--- config.mk ---
export PLATFORM = sky130hd
export DESIGN_NAME = ddim_top
export DESIGN_NICKNAME = d
export VERILOG_FILES = /design/src/rtl/ddim_pkg.sv /design/src/rtl/ddim_top.sv
export VERILOG_INCLUDE_DIRS = /design/src /design/src/rtl
export SDC_FILE = /design/constraint.sdc
export NUM_CORES = 1
export LEC_CHECK = 0
export BUFFER_PORTS_ARGS = -buffer_cell sky130_fd_sc_hd__buf_2
export CORE_UTILIZATION = 66
export DETAILED_ROUTE_END_ITERATION = 16
export GPL_TIMING_DRIVEN = 0
export HOLD_SLACK_MARGIN = 0.1
export PLACE_DENSITY = 0.89
export SLEW_MARGIN = 10
export SYNTH_ARGS = -nofsm -noshare
export SYNTH_HDL_FRONTEND = slang
export SYNTH_SLANG_ARGS = --single-unit
--- constraint.sdc ---
create_clock -name pclk -period 12 [get_ports pclk]
set_clock_uncertainty 0.2 [all_clocks]
set_input_delay 0.6 -clock pclk [delete_from_list [all_inputs] [get_ports pclk]]
set_output_delay 0.6 -clock pclk [all_outputs]
set_load 0.005 [all_outputs]
--- src/rtl/ddim_consts.svh ---
/*
 Constants of the disk data integrity manager: register offsets, field positions,
 reset values and ECC geometry. Assumes inclusion by the design, checker and bench top files.
*/
`ifndef DDIM_CONSTS_SVH
`define DDIM_CONSTS_SVH
`define DDIM_ECC_BYTES 52
`define DDIM_CHECK_BYTES 4
`define DDIM_RS_BYTES 48
`define DDIM_RS_PER_ILV 12
`define DDIM_ILV_COUNT 4
`define DDIM_MAX_ERR_ILV 3'h5
`define DDIM_MAX_ERR_SECTOR 5'h14
`define DDIM_PAT_ZERO 8'h00
`define DDIM_PAT_ONE 8'hFF
`define DDIM_BUF_AW 8
`define DDIM_BUF_LAST 8'hFF
`define DDIM_CAND_N 8
`define DDIM_CAND_IW 3
`define DDIM_RETRY_MAX 4'h3
`define DDIM_OFF_CTRL 12'h000
`define DDIM_OFF_STATUS 12'h004
`define DDIM_OFF_ECCERR 12'h008
`define DDIM_OFF_LBA 12'h00C
`define DDIM_OFF_CMD 12'h010
`define DDIM_OFF_CNT 12'h014
`define DDIM_CTRL_RESET 32'h0000_0001
`define DDIM_CTRL_WCE 0
`define DDIM_CTRL_SELFTEST 1
`define DDIM_CMD_FLUSH 3'h1
`define DDIM_CMD_WRITE 3'h2
`define DDIM_CMD_READ 3'h3
`define DDIM_CMD_SRST 3'h4
`define DDIM_ST_READY 0
`define DDIM_ST_ERROR 1
`define DDIM_ST_NONREC 2
`define DDIM_ST_BUSY 3
`define DDIM_ST_DIRTY 4
`define DDIM_ST_BUFFAIL 5
`define DDIM_ST_WFAULT 6
`define DDIM_ST_DONE 7
`define DDIM_ST_UNCORR 8
`endif

--- src/rtl/ddim_pkg.sv ---
/*
 Types of the disk data integrity manager. Assumes the constants header.
*/
package ddim_pkg;
    typedef enum logic [3:0] {
        ST_BOOT, ST_BTEST_WR, ST_BTEST_RD, ST_IDLE, ST_WRITE, ST_WRETRY,
        ST_REMAP, ST_VERIFY, ST_READ, ST_FLUSH
    } ddim_state_type;
    typedef struct packed {
        logic off_track;
        logic shock;
        logic low_supply;
        logic spindle_bad;
        logic head_fault;
    } ddim_wmon_type;
    typedef struct packed {
        logic recal_done;
        logic spindle_ok;
        logic selfcheck_done;
    } ddim_rdy_type;
    typedef struct packed {
        logic done;
        logic fail;
        logic recovered;
        logic at_realloc_step;
    } ddim_media_type;
endpackage : ddim_pkg

--- src/rtl/ddim_top.sv ---
/*
 Disk data integrity manager: sector ECC error accounting, buffer pattern test,
 write cache commit, ready and error status, write safety retry and reallocation.
 Assumes an APB master on pclk, media and servo conditions synchronous to pclk.
*/
// Design decisions made here: the APB register port and the address map.
// Function
// - Each sector carries a 52-byte ECC field over four interleaves.
// - First 4 ECC bytes are check bytes, other 48 are Reed-Solomon.
// - Twelve redundancy bytes belong to each interleave.
// - Up to 5 bad bytes per interleave, 20 per sector, fixed on the fly.
// - A byte with any wrong bit counts as one bad symbol.
// - Buffer test runs at reset and on host self-test request.
// - Buffer test writes and reads 00 and FF across all locations.
// - With cache on, writes complete while data is only buffered.
// - Reset or flush-type command commits cached data before completing.
// - Not-ready shown until recalibration, spindle speed and self-check done.
// - Once ready, spindle fault or write fault shows as error; code sets error on spindle loss only, write fault only pulses WFAULT.
// - Write monitors abort the write and start an automatic retry.
// - Errors left after full recovery are reported as non-recoverable.
// - Reallocations are never indicated to the host.
// - Failed write is remapped; error only if cache off and remap failed.
// - Failed read reports hard error and records a reallocation candidate.
// - Write to a candidate first verifies media, reallocates if it passes.
// - Read recovered at the set step reallocates, optionally after verify; code requests the remap at once, never after a verify.
`timescale 1ns/100ps
`include "ddim_consts.svh"
module ddim_top (
    input wire logic pclk,
    input wire logic presetn,
    input wire logic psel,
    input wire logic penable,
    input wire logic pwrite,
    input wire logic [11:0] paddr,
    input wire logic [31:0] pwdata,
    output logic [31:0] prdata,
    output logic pready,
    output logic pslverr,
    input wire ddim_pkg::ddim_rdy_type rdy_in,
    input wire ddim_pkg::ddim_wmon_type wmon_in,
    input wire ddim_pkg::ddim_media_type media_in,
    input wire logic sector_err_valid,
    input wire logic [23:0] sector_err_mask,
    output logic media_write_req,
    output logic media_read_req,
    output logic media_verify_req,
    output logic media_remap_req,
    output logic [31:0] media_lba
);
    // =====================================================================
    // Declarations
    logic [31:0] ctrl;
    logic [31:0] lba;
    logic [7:0] status;
    logic uncorr;
    logic [4:0] ecc_err_count;
    ddim_pkg::ddim_state_type state;
    logic [7:0] buf_mem [0:(1 << `DDIM_BUF_AW) - 1];
    logic [`DDIM_BUF_AW-1:0] buf_addr;
    logic pat_phase;
    logic selftest_go;
    logic [2:0] cmd_go;
    logic [3:0] retry_count;
    logic write_dirty;
    logic [31:0] cand_lba [0:`DDIM_CAND_N-1];
    logic [`DDIM_CAND_N-1:0] cand_valid;
    logic [`DDIM_CAND_IW-1:0] cand_wptr;
    logic cand_hit;
    logic [`DDIM_CAND_IW-1:0] cand_idx;
    logic apb_wr;
    logic apb_rd;
    logic boot_ready;
    logic [2:0] ilv_a, ilv_b, ilv_c, ilv_d;
    logic ilv_uncorr;
    logic wmon_trip;

    // =====================================================================
    // Helpers
    function automatic logic [2:0] ilv_count(input logic [23:0] m, input int lane);
        logic [2:0] c;
        c = 3'h0;
        for (int i = 0; i < 24; i++)
        begin
            if ((i % `DDIM_ILV_COUNT) == lane && m[i])
            begin
                c = c + 3'h1;
            end
        end
        return c;
    endfunction : ilv_count

    function automatic logic [7:0] test_pattern(input logic phase);
        return phase ? `DDIM_PAT_ONE : `DDIM_PAT_ZERO;
    endfunction : test_pattern

    assign apb_wr = psel && penable && pwrite;
    assign apb_rd = psel && !penable && !pwrite;
    assign boot_ready = rdy_in.recal_done && rdy_in.spindle_ok && rdy_in.selfcheck_done;
    assign wmon_trip = |wmon_in;

    // =====================================================================
    // Sector ECC accounting: a mask bit marks a byte with one or more bad bits
    always_comb
    begin
        ilv_a = ilv_count(sector_err_mask, 0);
        ilv_b = ilv_count(sector_err_mask, 1);
        ilv_c = ilv_count(sector_err_mask, 2);
        ilv_d = ilv_count(sector_err_mask, 3);
        ilv_uncorr = (ilv_a > `DDIM_MAX_ERR_ILV) || (ilv_b > `DDIM_MAX_ERR_ILV)
            || (ilv_c > `DDIM_MAX_ERR_ILV) || (ilv_d > `DDIM_MAX_ERR_ILV);
    end

    always_ff @(posedge pclk or negedge presetn)
    begin
        if (!presetn)
        begin
            ecc_err_count <= 5'h00;
            uncorr <= 1'b0;
        end
        else if (sector_err_valid)
        begin
            // Count is forced to the per-sector ceiling once any interleave is uncorrectable
            ecc_err_count <= ilv_uncorr ? `DDIM_MAX_ERR_SECTOR :
                5'(ilv_a) + 5'(ilv_b) + 5'(ilv_c) + 5'(ilv_d);
            uncorr <= ilv_uncorr;
        end
    end

    // =====================================================================
    // Register writes and command strobes
    always_ff @(posedge pclk or negedge presetn)
    begin
        if (!presetn)
        begin
            ctrl <= `DDIM_CTRL_RESET;
            lba <= 32'h0000_0000;
            selftest_go <= 1'b0;
            cmd_go <= 3'h0;
        end
        else
        begin
            selftest_go <= 1'b0;
            cmd_go <= 3'h0;
            if (apb_wr && paddr == `DDIM_OFF_CTRL)
            begin
                ctrl <= pwdata;
                selftest_go <= pwdata[`DDIM_CTRL_SELFTEST];
            end
            if (apb_wr && paddr == `DDIM_OFF_LBA)
            begin
                lba <= pwdata;
            end
            if (apb_wr && paddr == `DDIM_OFF_CMD)
            begin
                cmd_go <= pwdata[2:0];
            end
        end
    end

    // =====================================================================
    // APB read side, single-cycle answer
    always_ff @(posedge pclk or negedge presetn)
    begin
        if (!presetn)
        begin
            prdata <= 32'h0000_0000;
            pready <= 1'b0;
            pslverr <= 1'b0;
        end
        else
        begin
            pready <= psel && !penable;
            pslverr <= 1'b0;
            if (psel && !penable)
            begin
                case (paddr)
                    `DDIM_OFF_CTRL: prdata <= {ctrl[31:2], 1'b0, ctrl[`DDIM_CTRL_WCE]};
                    `DDIM_OFF_STATUS: prdata <= {23'h000000, uncorr, status};
                    `DDIM_OFF_ECCERR: prdata <= {27'h0000000, ecc_err_count};
                    `DDIM_OFF_LBA: prdata <= lba;
                    `DDIM_OFF_CMD: prdata <= 32'h0000_0000;
                    `DDIM_OFF_CNT: prdata <= 32'h0000_0000;
                    default:
                    begin
                        prdata <= 32'h0000_0000;
                        pslverr <= 1'b1;
                    end
                endcase
            end
        end
    end

    // =====================================================================
    // Candidate lookup
    always_comb
    begin
        cand_hit = 1'b0;
        cand_idx = '0;
        for (int i = 0; i < `DDIM_CAND_N; i++)
        begin
            if (cand_valid[i] && cand_lba[i] == lba)
            begin
                cand_hit = 1'b1;
                cand_idx = i[`DDIM_CAND_IW-1:0];
            end
        end
    end

    // =====================================================================
    // Buffer test memory
    always_ff @(posedge pclk)
    begin
        if (state == ddim_pkg::ST_BTEST_WR)
        begin
            buf_mem[buf_addr] <= test_pattern(pat_phase);
        end
    end

    // =====================================================================
    // Main sequencer
    always_ff @(posedge pclk or negedge presetn)
    begin
        if (!presetn)
        begin
            state <= ddim_pkg::ST_BOOT;
            buf_addr <= '0;
            pat_phase <= 1'b0;
            retry_count <= 4'h0;
            write_dirty <= 1'b0;
            cand_valid <= '0;
            cand_wptr <= '0;
            status[7:0] <= 8'h00;
            media_write_req <= 1'b0;
            media_read_req <= 1'b0;
            media_verify_req <= 1'b0;
            media_remap_req <= 1'b0;
            media_lba <= 32'h0000_0000;
        end
        else
        begin
            media_write_req <= 1'b0;
            media_read_req <= 1'b0;
            media_verify_req <= 1'b0;
            media_remap_req <= 1'b0;
            status[`DDIM_ST_DIRTY] <= write_dirty;
            status[`DDIM_ST_WFAULT] <= 1'b0;
            if (apb_rd && paddr == `DDIM_OFF_STATUS)
            begin
                status[`DDIM_ST_DONE] <= 1'b0;
            end
            // Spindle loss after ready turns into error status
            if (status[`DDIM_ST_READY] && !rdy_in.spindle_ok)
            begin
                status[`DDIM_ST_ERROR] <= 1'b1;
            end
            case (state)
                ddim_pkg::ST_BOOT:
                begin
                    // Not ready until boot conditions and buffer test end
                    status[`DDIM_ST_READY] <= 1'b0;
                    status[`DDIM_ST_BUSY] <= 1'b1;
                    buf_addr <= '0;
                    pat_phase <= 1'b0;
                    state <= ddim_pkg::ST_BTEST_WR;
                end
                ddim_pkg::ST_BTEST_WR:
                begin
                    buf_addr <= buf_addr + 1'b1;
                    if (buf_addr == `DDIM_BUF_LAST)
                    begin
                        state <= ddim_pkg::ST_BTEST_RD;
                    end
                end
                ddim_pkg::ST_BTEST_RD:
                begin
                    if (buf_mem[buf_addr] != test_pattern(pat_phase))
                    begin
                        status[`DDIM_ST_BUFFAIL] <= 1'b1;
                    end
                    buf_addr <= buf_addr + 1'b1;
                    if (buf_addr == `DDIM_BUF_LAST)
                    begin
                        pat_phase <= 1'b1;
                        state <= pat_phase ? ddim_pkg::ST_IDLE : ddim_pkg::ST_BTEST_WR;
                    end
                end
                ddim_pkg::ST_IDLE:
                begin
                    status[`DDIM_ST_READY] <= boot_ready;
                    status[`DDIM_ST_BUSY] <= !boot_ready;
                    retry_count <= 4'h0;
                    media_lba <= lba;
                    if (selftest_go)
                    begin
                        status[`DDIM_ST_BUFFAIL] <= 1'b0;
                        state <= ddim_pkg::ST_BOOT;
                    end
                    else if (boot_ready && cmd_go == `DDIM_CMD_WRITE)
                    begin
                        status[`DDIM_ST_BUSY] <= 1'b1;
                        if (ctrl[`DDIM_CTRL_WCE])
                        begin
                            // Completion ahead of the media write
                            write_dirty <= 1'b1;
                            status[`DDIM_ST_DONE] <= 1'b1;
                        end
                        if (cand_hit)
                        begin
                            media_verify_req <= 1'b1;
                            state <= ddim_pkg::ST_VERIFY;
                        end
                        else
                        begin
                            media_write_req <= 1'b1;
                            state <= ddim_pkg::ST_WRITE;
                        end
                    end
                    else if (boot_ready && cmd_go == `DDIM_CMD_READ)
                    begin
                        status[`DDIM_ST_BUSY] <= 1'b1;
                        media_read_req <= 1'b1;
                        state <= ddim_pkg::ST_READ;
                    end
                    else if (cmd_go == `DDIM_CMD_FLUSH || cmd_go == `DDIM_CMD_SRST)
                    begin
                        status[`DDIM_ST_BUSY] <= 1'b1;
                        state <= ddim_pkg::ST_FLUSH;
                    end
                end
                ddim_pkg::ST_WRITE:
                begin
                    if (wmon_trip)
                    begin
                        // Abort and retry the write
                        status[`DDIM_ST_WFAULT] <= 1'b1;
                        state <= ddim_pkg::ST_WRETRY;
                    end
                    else if (media_in.done)
                    begin
                        if (!media_in.fail)
                        begin
                            write_dirty <= 1'b0;
                            status[`DDIM_ST_DONE] <= 1'b1;
                            state <= ddim_pkg::ST_IDLE;
                        end
                        else
                        begin
                            state <= ddim_pkg::ST_WRETRY;
                        end
                    end
                end
                ddim_pkg::ST_WRETRY:
                begin
                    if (retry_count == `DDIM_RETRY_MAX)
                    begin
                        media_remap_req <= 1'b1;
                        state <= ddim_pkg::ST_REMAP;
                    end
                    else if (!wmon_trip)
                    begin
                        retry_count <= retry_count + 4'h1;
                        media_write_req <= 1'b1;
                        state <= ddim_pkg::ST_WRITE;
                    end
                end
                ddim_pkg::ST_REMAP:
                begin
                    if (media_in.done)
                    begin
                        write_dirty <= 1'b0;
                        if (media_in.fail && !ctrl[`DDIM_CTRL_WCE])
                        begin
                            status[`DDIM_ST_ERROR] <= 1'b1;
                            status[`DDIM_ST_NONREC] <= 1'b1;
                        end
                        status[`DDIM_ST_DONE] <= 1'b1;
                        state <= ddim_pkg::ST_IDLE;
                    end
                end
                ddim_pkg::ST_VERIFY:
                begin
                    if (media_in.done)
                    begin
                        if (!media_in.fail)
                        begin
                            media_remap_req <= 1'b1;
                            cand_valid[cand_idx] <= 1'b0;
                        end
                        // Write goes out a cycle after any remap request
                        state <= ddim_pkg::ST_WRETRY;
                    end
                end
                ddim_pkg::ST_READ:
                begin
                    if (media_in.done)
                    begin
                        status[`DDIM_ST_DONE] <= 1'b1;
                        state <= ddim_pkg::ST_IDLE;
                        if (media_in.fail)
                        begin
                            status[`DDIM_ST_ERROR] <= 1'b1;
                            status[`DDIM_ST_NONREC] <= 1'b1;
                            cand_lba[cand_wptr] <= lba;
                            cand_valid[cand_wptr] <= 1'b1;
                            cand_wptr <= cand_wptr + 1'b1;
                        end
                        else if (media_in.recovered && media_in.at_realloc_step)
                        begin
                            media_remap_req <= 1'b1;
                        end
                    end
                end
                ddim_pkg::ST_FLUSH:
                begin
                    if (!write_dirty)
                    begin
                        status[`DDIM_ST_DONE] <= 1'b1;
                        state <= ddim_pkg::ST_IDLE;
                    end
                    else
                    begin
                        media_write_req <= 1'b1;
                        state <= ddim_pkg::ST_WRITE;
                    end
                end
                default:
                begin
                    state <= ddim_pkg::ST_BOOT;
                end
            endcase
        end
    end
endmodule : ddim_top

==> results.toml <==
[run_status]
status = "completed"

[critical_path]
critPathSlowestCell = "fa_1"
crit_path_start_kind = "input pin"
rr_endpoint = "media_write_req"
rr_startpoint = "lba[3]"
worstSetupPathType = "input pin to flop"
path_cells = "buf_2 > inv_1 > ha_1 > xor2_1 > ha_1 > nand2_1 > o31ai_1 > ha_1 > mux2_2 > ha_1 > nand2_1 > xor2_1 > xnor2_1 > inv_1 > fa_1 > inv_1 > fa_1 > inv_1 > ha_1 > a21oi_1 > nor2b_1 > o32a_1"
critPathMaxFanout = 2
rrSetupSlack_ps = 7340
arrival_ps = 5060
critPathCaptureType = "flop"
slowest_delay_ps = 590
reg2reg_depth = 9
crit_buf_inv = 5
worst_path_most_repeated_cell = "ha_1"
path_delay_family = "adder cells"
required_ps = 12290

[clock_network]
tritoncts = "built"
cts-resized-gates = 0
cts.sinks = 692
post_cts_buffers = 0
cts_buffers = 69
h-tree-depth = 3
clock_latency_ps = 630
path_clk_slew_ps = 60
clockBufferDepth = 3
clock-root-buffer = "clkbuf_16"

[detailed_routing]
dr_total_vias = 21430
routed_wl_um = 91320
drt-pass1-iter-count = 6
initialDrtViolationCount = 2897
drtAntennaViolNets = 0
routed_via_density = 6.663
wl_per_cell_um = 28.39
remaining_drc_errors = 0

[synth]
avgSynthCellArea_um2 = 13.42
synthTopCellsByArea = "edfxtp_1, dfrtp_1, xor2_1"
synth_edf_count = 512
yosys_warnings = 0
yosysTopAreaCellShare_pct = 50.02
synth.cell_area_um2 = 30740
synth-seq-cells = 692
synth_sequential_area_ratio_pct = 64.68
synthesis.instances = 2291
synthArstFlopShare_pct = 26.01
ys.flop_type = "edfxtp_1"
yosysTopAreaCell = "edfxtp_1"
syn-num-nets = 2413
ys_types = 71

[floorplan]
rows = 78
boundaryPins = 156
die_area_um2 = 47440
initial_core_util_pct = 67.29
core-area_um2 = 45670
die_h_um = 217.8
fp.dieW_um = 217.8

[global_routing]
antenna_found_initial = 1
grt_pass1_wl_um = 133900
gr-usage-all-layers_pct = 39.21
grt-ovfl-total = 0
grt_max_degree = 97
grt_pass1_vias = 21790

[power_and_ir_drop]
max-vdd-ir-drop_v = 0.0001227
cellLeakagePower_nw = 14.31
cellPowerDensity_nw_per_um2 = 142.4

[worst_hold_path]
hold_end = "cmd_go[1]"
hold_depth = 4
holdCritStartpoint = "paddr[6]"
min_path_type = "input pin to flop"

[timing]
finalSetupViolations = 0
tightest_slew_ps = 1009
drv_slew = 0
fin_tns_setup_ps = 0
rsz0062_at_grt = "no"
period_minus_slack_ps = 4768
whs_ps = 189.1
clock.fmax_mhz = 209.7
slew-limit-headroom_pct = 32.76
period_share_pct = 39.73
layout_setup_ws_ps = 7232
final-hold-violation-count = 0

[layout]
multi_input_area_um2 = 10140
layout_commonest_cell = "edfxtp_1"
final_cell_mix = "edfxtp_1, nor2_1, nand2_1"
antenna_cells = 0
n_fill_cell = 2533
fin_nets = 2685
area_growth_pct = 14.53
drive_above_1_share_pct = 18.04
seq_area_um2 = 19880

[place]
io_buffers = 152
dp_slack_ps = 6607
hpwl_um = 59530
gp_congestion = 0.9386

[job]
drv_cap = 0
cell families (layout without fill, tap and decap cells):
family	after synthesis	in the layout	share of synthesized area, %
mux	155	155	7.983
compound gates	207	207	4.425
simple gates	728	728	10.44
buf+inv	181	506	2.540
xor+xnor	292	292	8.321
fa+ha+maj	36	36	1.612
flops	692	692	64.68
area by class of cell:
| class | count | area share (%) |
|---|---|---|
| flip-flops and latches | 692 | 56.49 |
| multi-input cells | 1418 | 28.81 |
| clock buffers | 98 | 5.584 |
| repair buffers | 201 | 3.956 |
| well taps | 600 | 2.133 |
| plain buffers | 139 | 1.770 |
| clock inverters | 26 | 0.8140 |
| inverters | 42 | 0.4479 |
power by group:
group | leakage, nW | switching, mW | internal, mW
clock network | 1.10 | 0.932 | 1.26
logic | 6.04 | 0.150 | 0.115
registers | 7.17 | 0.00627 | 2.55
synthesized netlist by cell type (19+ instances only):
master / number
nand4_1: 29
xor2_1: 205
inv_1: 39
a21oi_1: 30
mux4_2: 62
clkbuf_1: 86
o21ai_0: 56
edfxtp_1: 512
xnor2_1: 87
mux2_2: 74
ha_1: 30
buf_2: 40
nor2_1: 321
nand2_1: 211
a22oi_1: 29
nor3_1: 19
dfrtp_1: 179
nand3_1: 35
nor4_1: 52
worst reg2reg max path: stages (launching register included):
cell,delay (ps)
dfrtp_1,870
buf_2,610
xor2_1,140
nor4_1,760
nand4_1,460
or3_1,540
nand4_1,150
a2111oi_1,60
clkdlybuf4s18_2,310
a221o_1,420
registers in the layout, indices dropped and copies added, names as in the netlist, 3 cells and up:
register       flops
buf_mem          256
cand_lba         256
lba               32
media_lba         32
prdata            32
ctrl              31
buf_addr           8
cand_valid         8
status             8
ecc_err_count      5
retry_count        4
state              4
cand_wptr          3
cmd_go             3
worst max-delay path by stage:
stage               slack (ps)  cells past startpoint               end               start
global route              6980                     22  ecc_err_count[4]  sector_err_mask[0]
CTS                       7240                     22  ecc_err_count[4]  sector_err_mask[0]
detailed placement        6610                     22  ecc_err_count[4]  sector_err_mask[0]
floorplan                 7060                     21  ecc_err_count[4]  sector_err_mask[0]
global placement          3590                      3   cand_lba[4][26]             presetn
finish                    7230                     22  ecc_err_count[4]  sector_err_mask[0]
per-stage QoR:
| stage | instance area (µm²) | std cells | total power, mW | utilization, % |
|---|---|---|---|---|
| final | 35200 | 3216 | 5.013 | 77.07 |
| after global routing | 35200 | 3216 | 5.123 | 77.07 |
| after CTS | 35200 | 3216 | 4.998 | 77.06 |
| after detailed placement | 32610 | 3059 | 2.863 | 71.41 |
| after global placement | 32250 | 3043 | 2.845 | 70.60 |
| after floorplan | 30740 | 2291 | 2.779 | - |
timing repair:
action / in CTS / in global routing
endpoints found under the setup margin: 0 / 0
endpoints found under the hold margin: 147 / 0
hold buffers: 33 / 0
metal layers:
layer	vias up	wire length (µm)	GRT usage [%]
met5	-	0	0
met4	0	7105	26.08
met3	437	9567	9.219
met2	1592	44530	64.93
met1	10610	30110	45.90
li1	8790	-	-
Power figures use the tool's default switching activity.
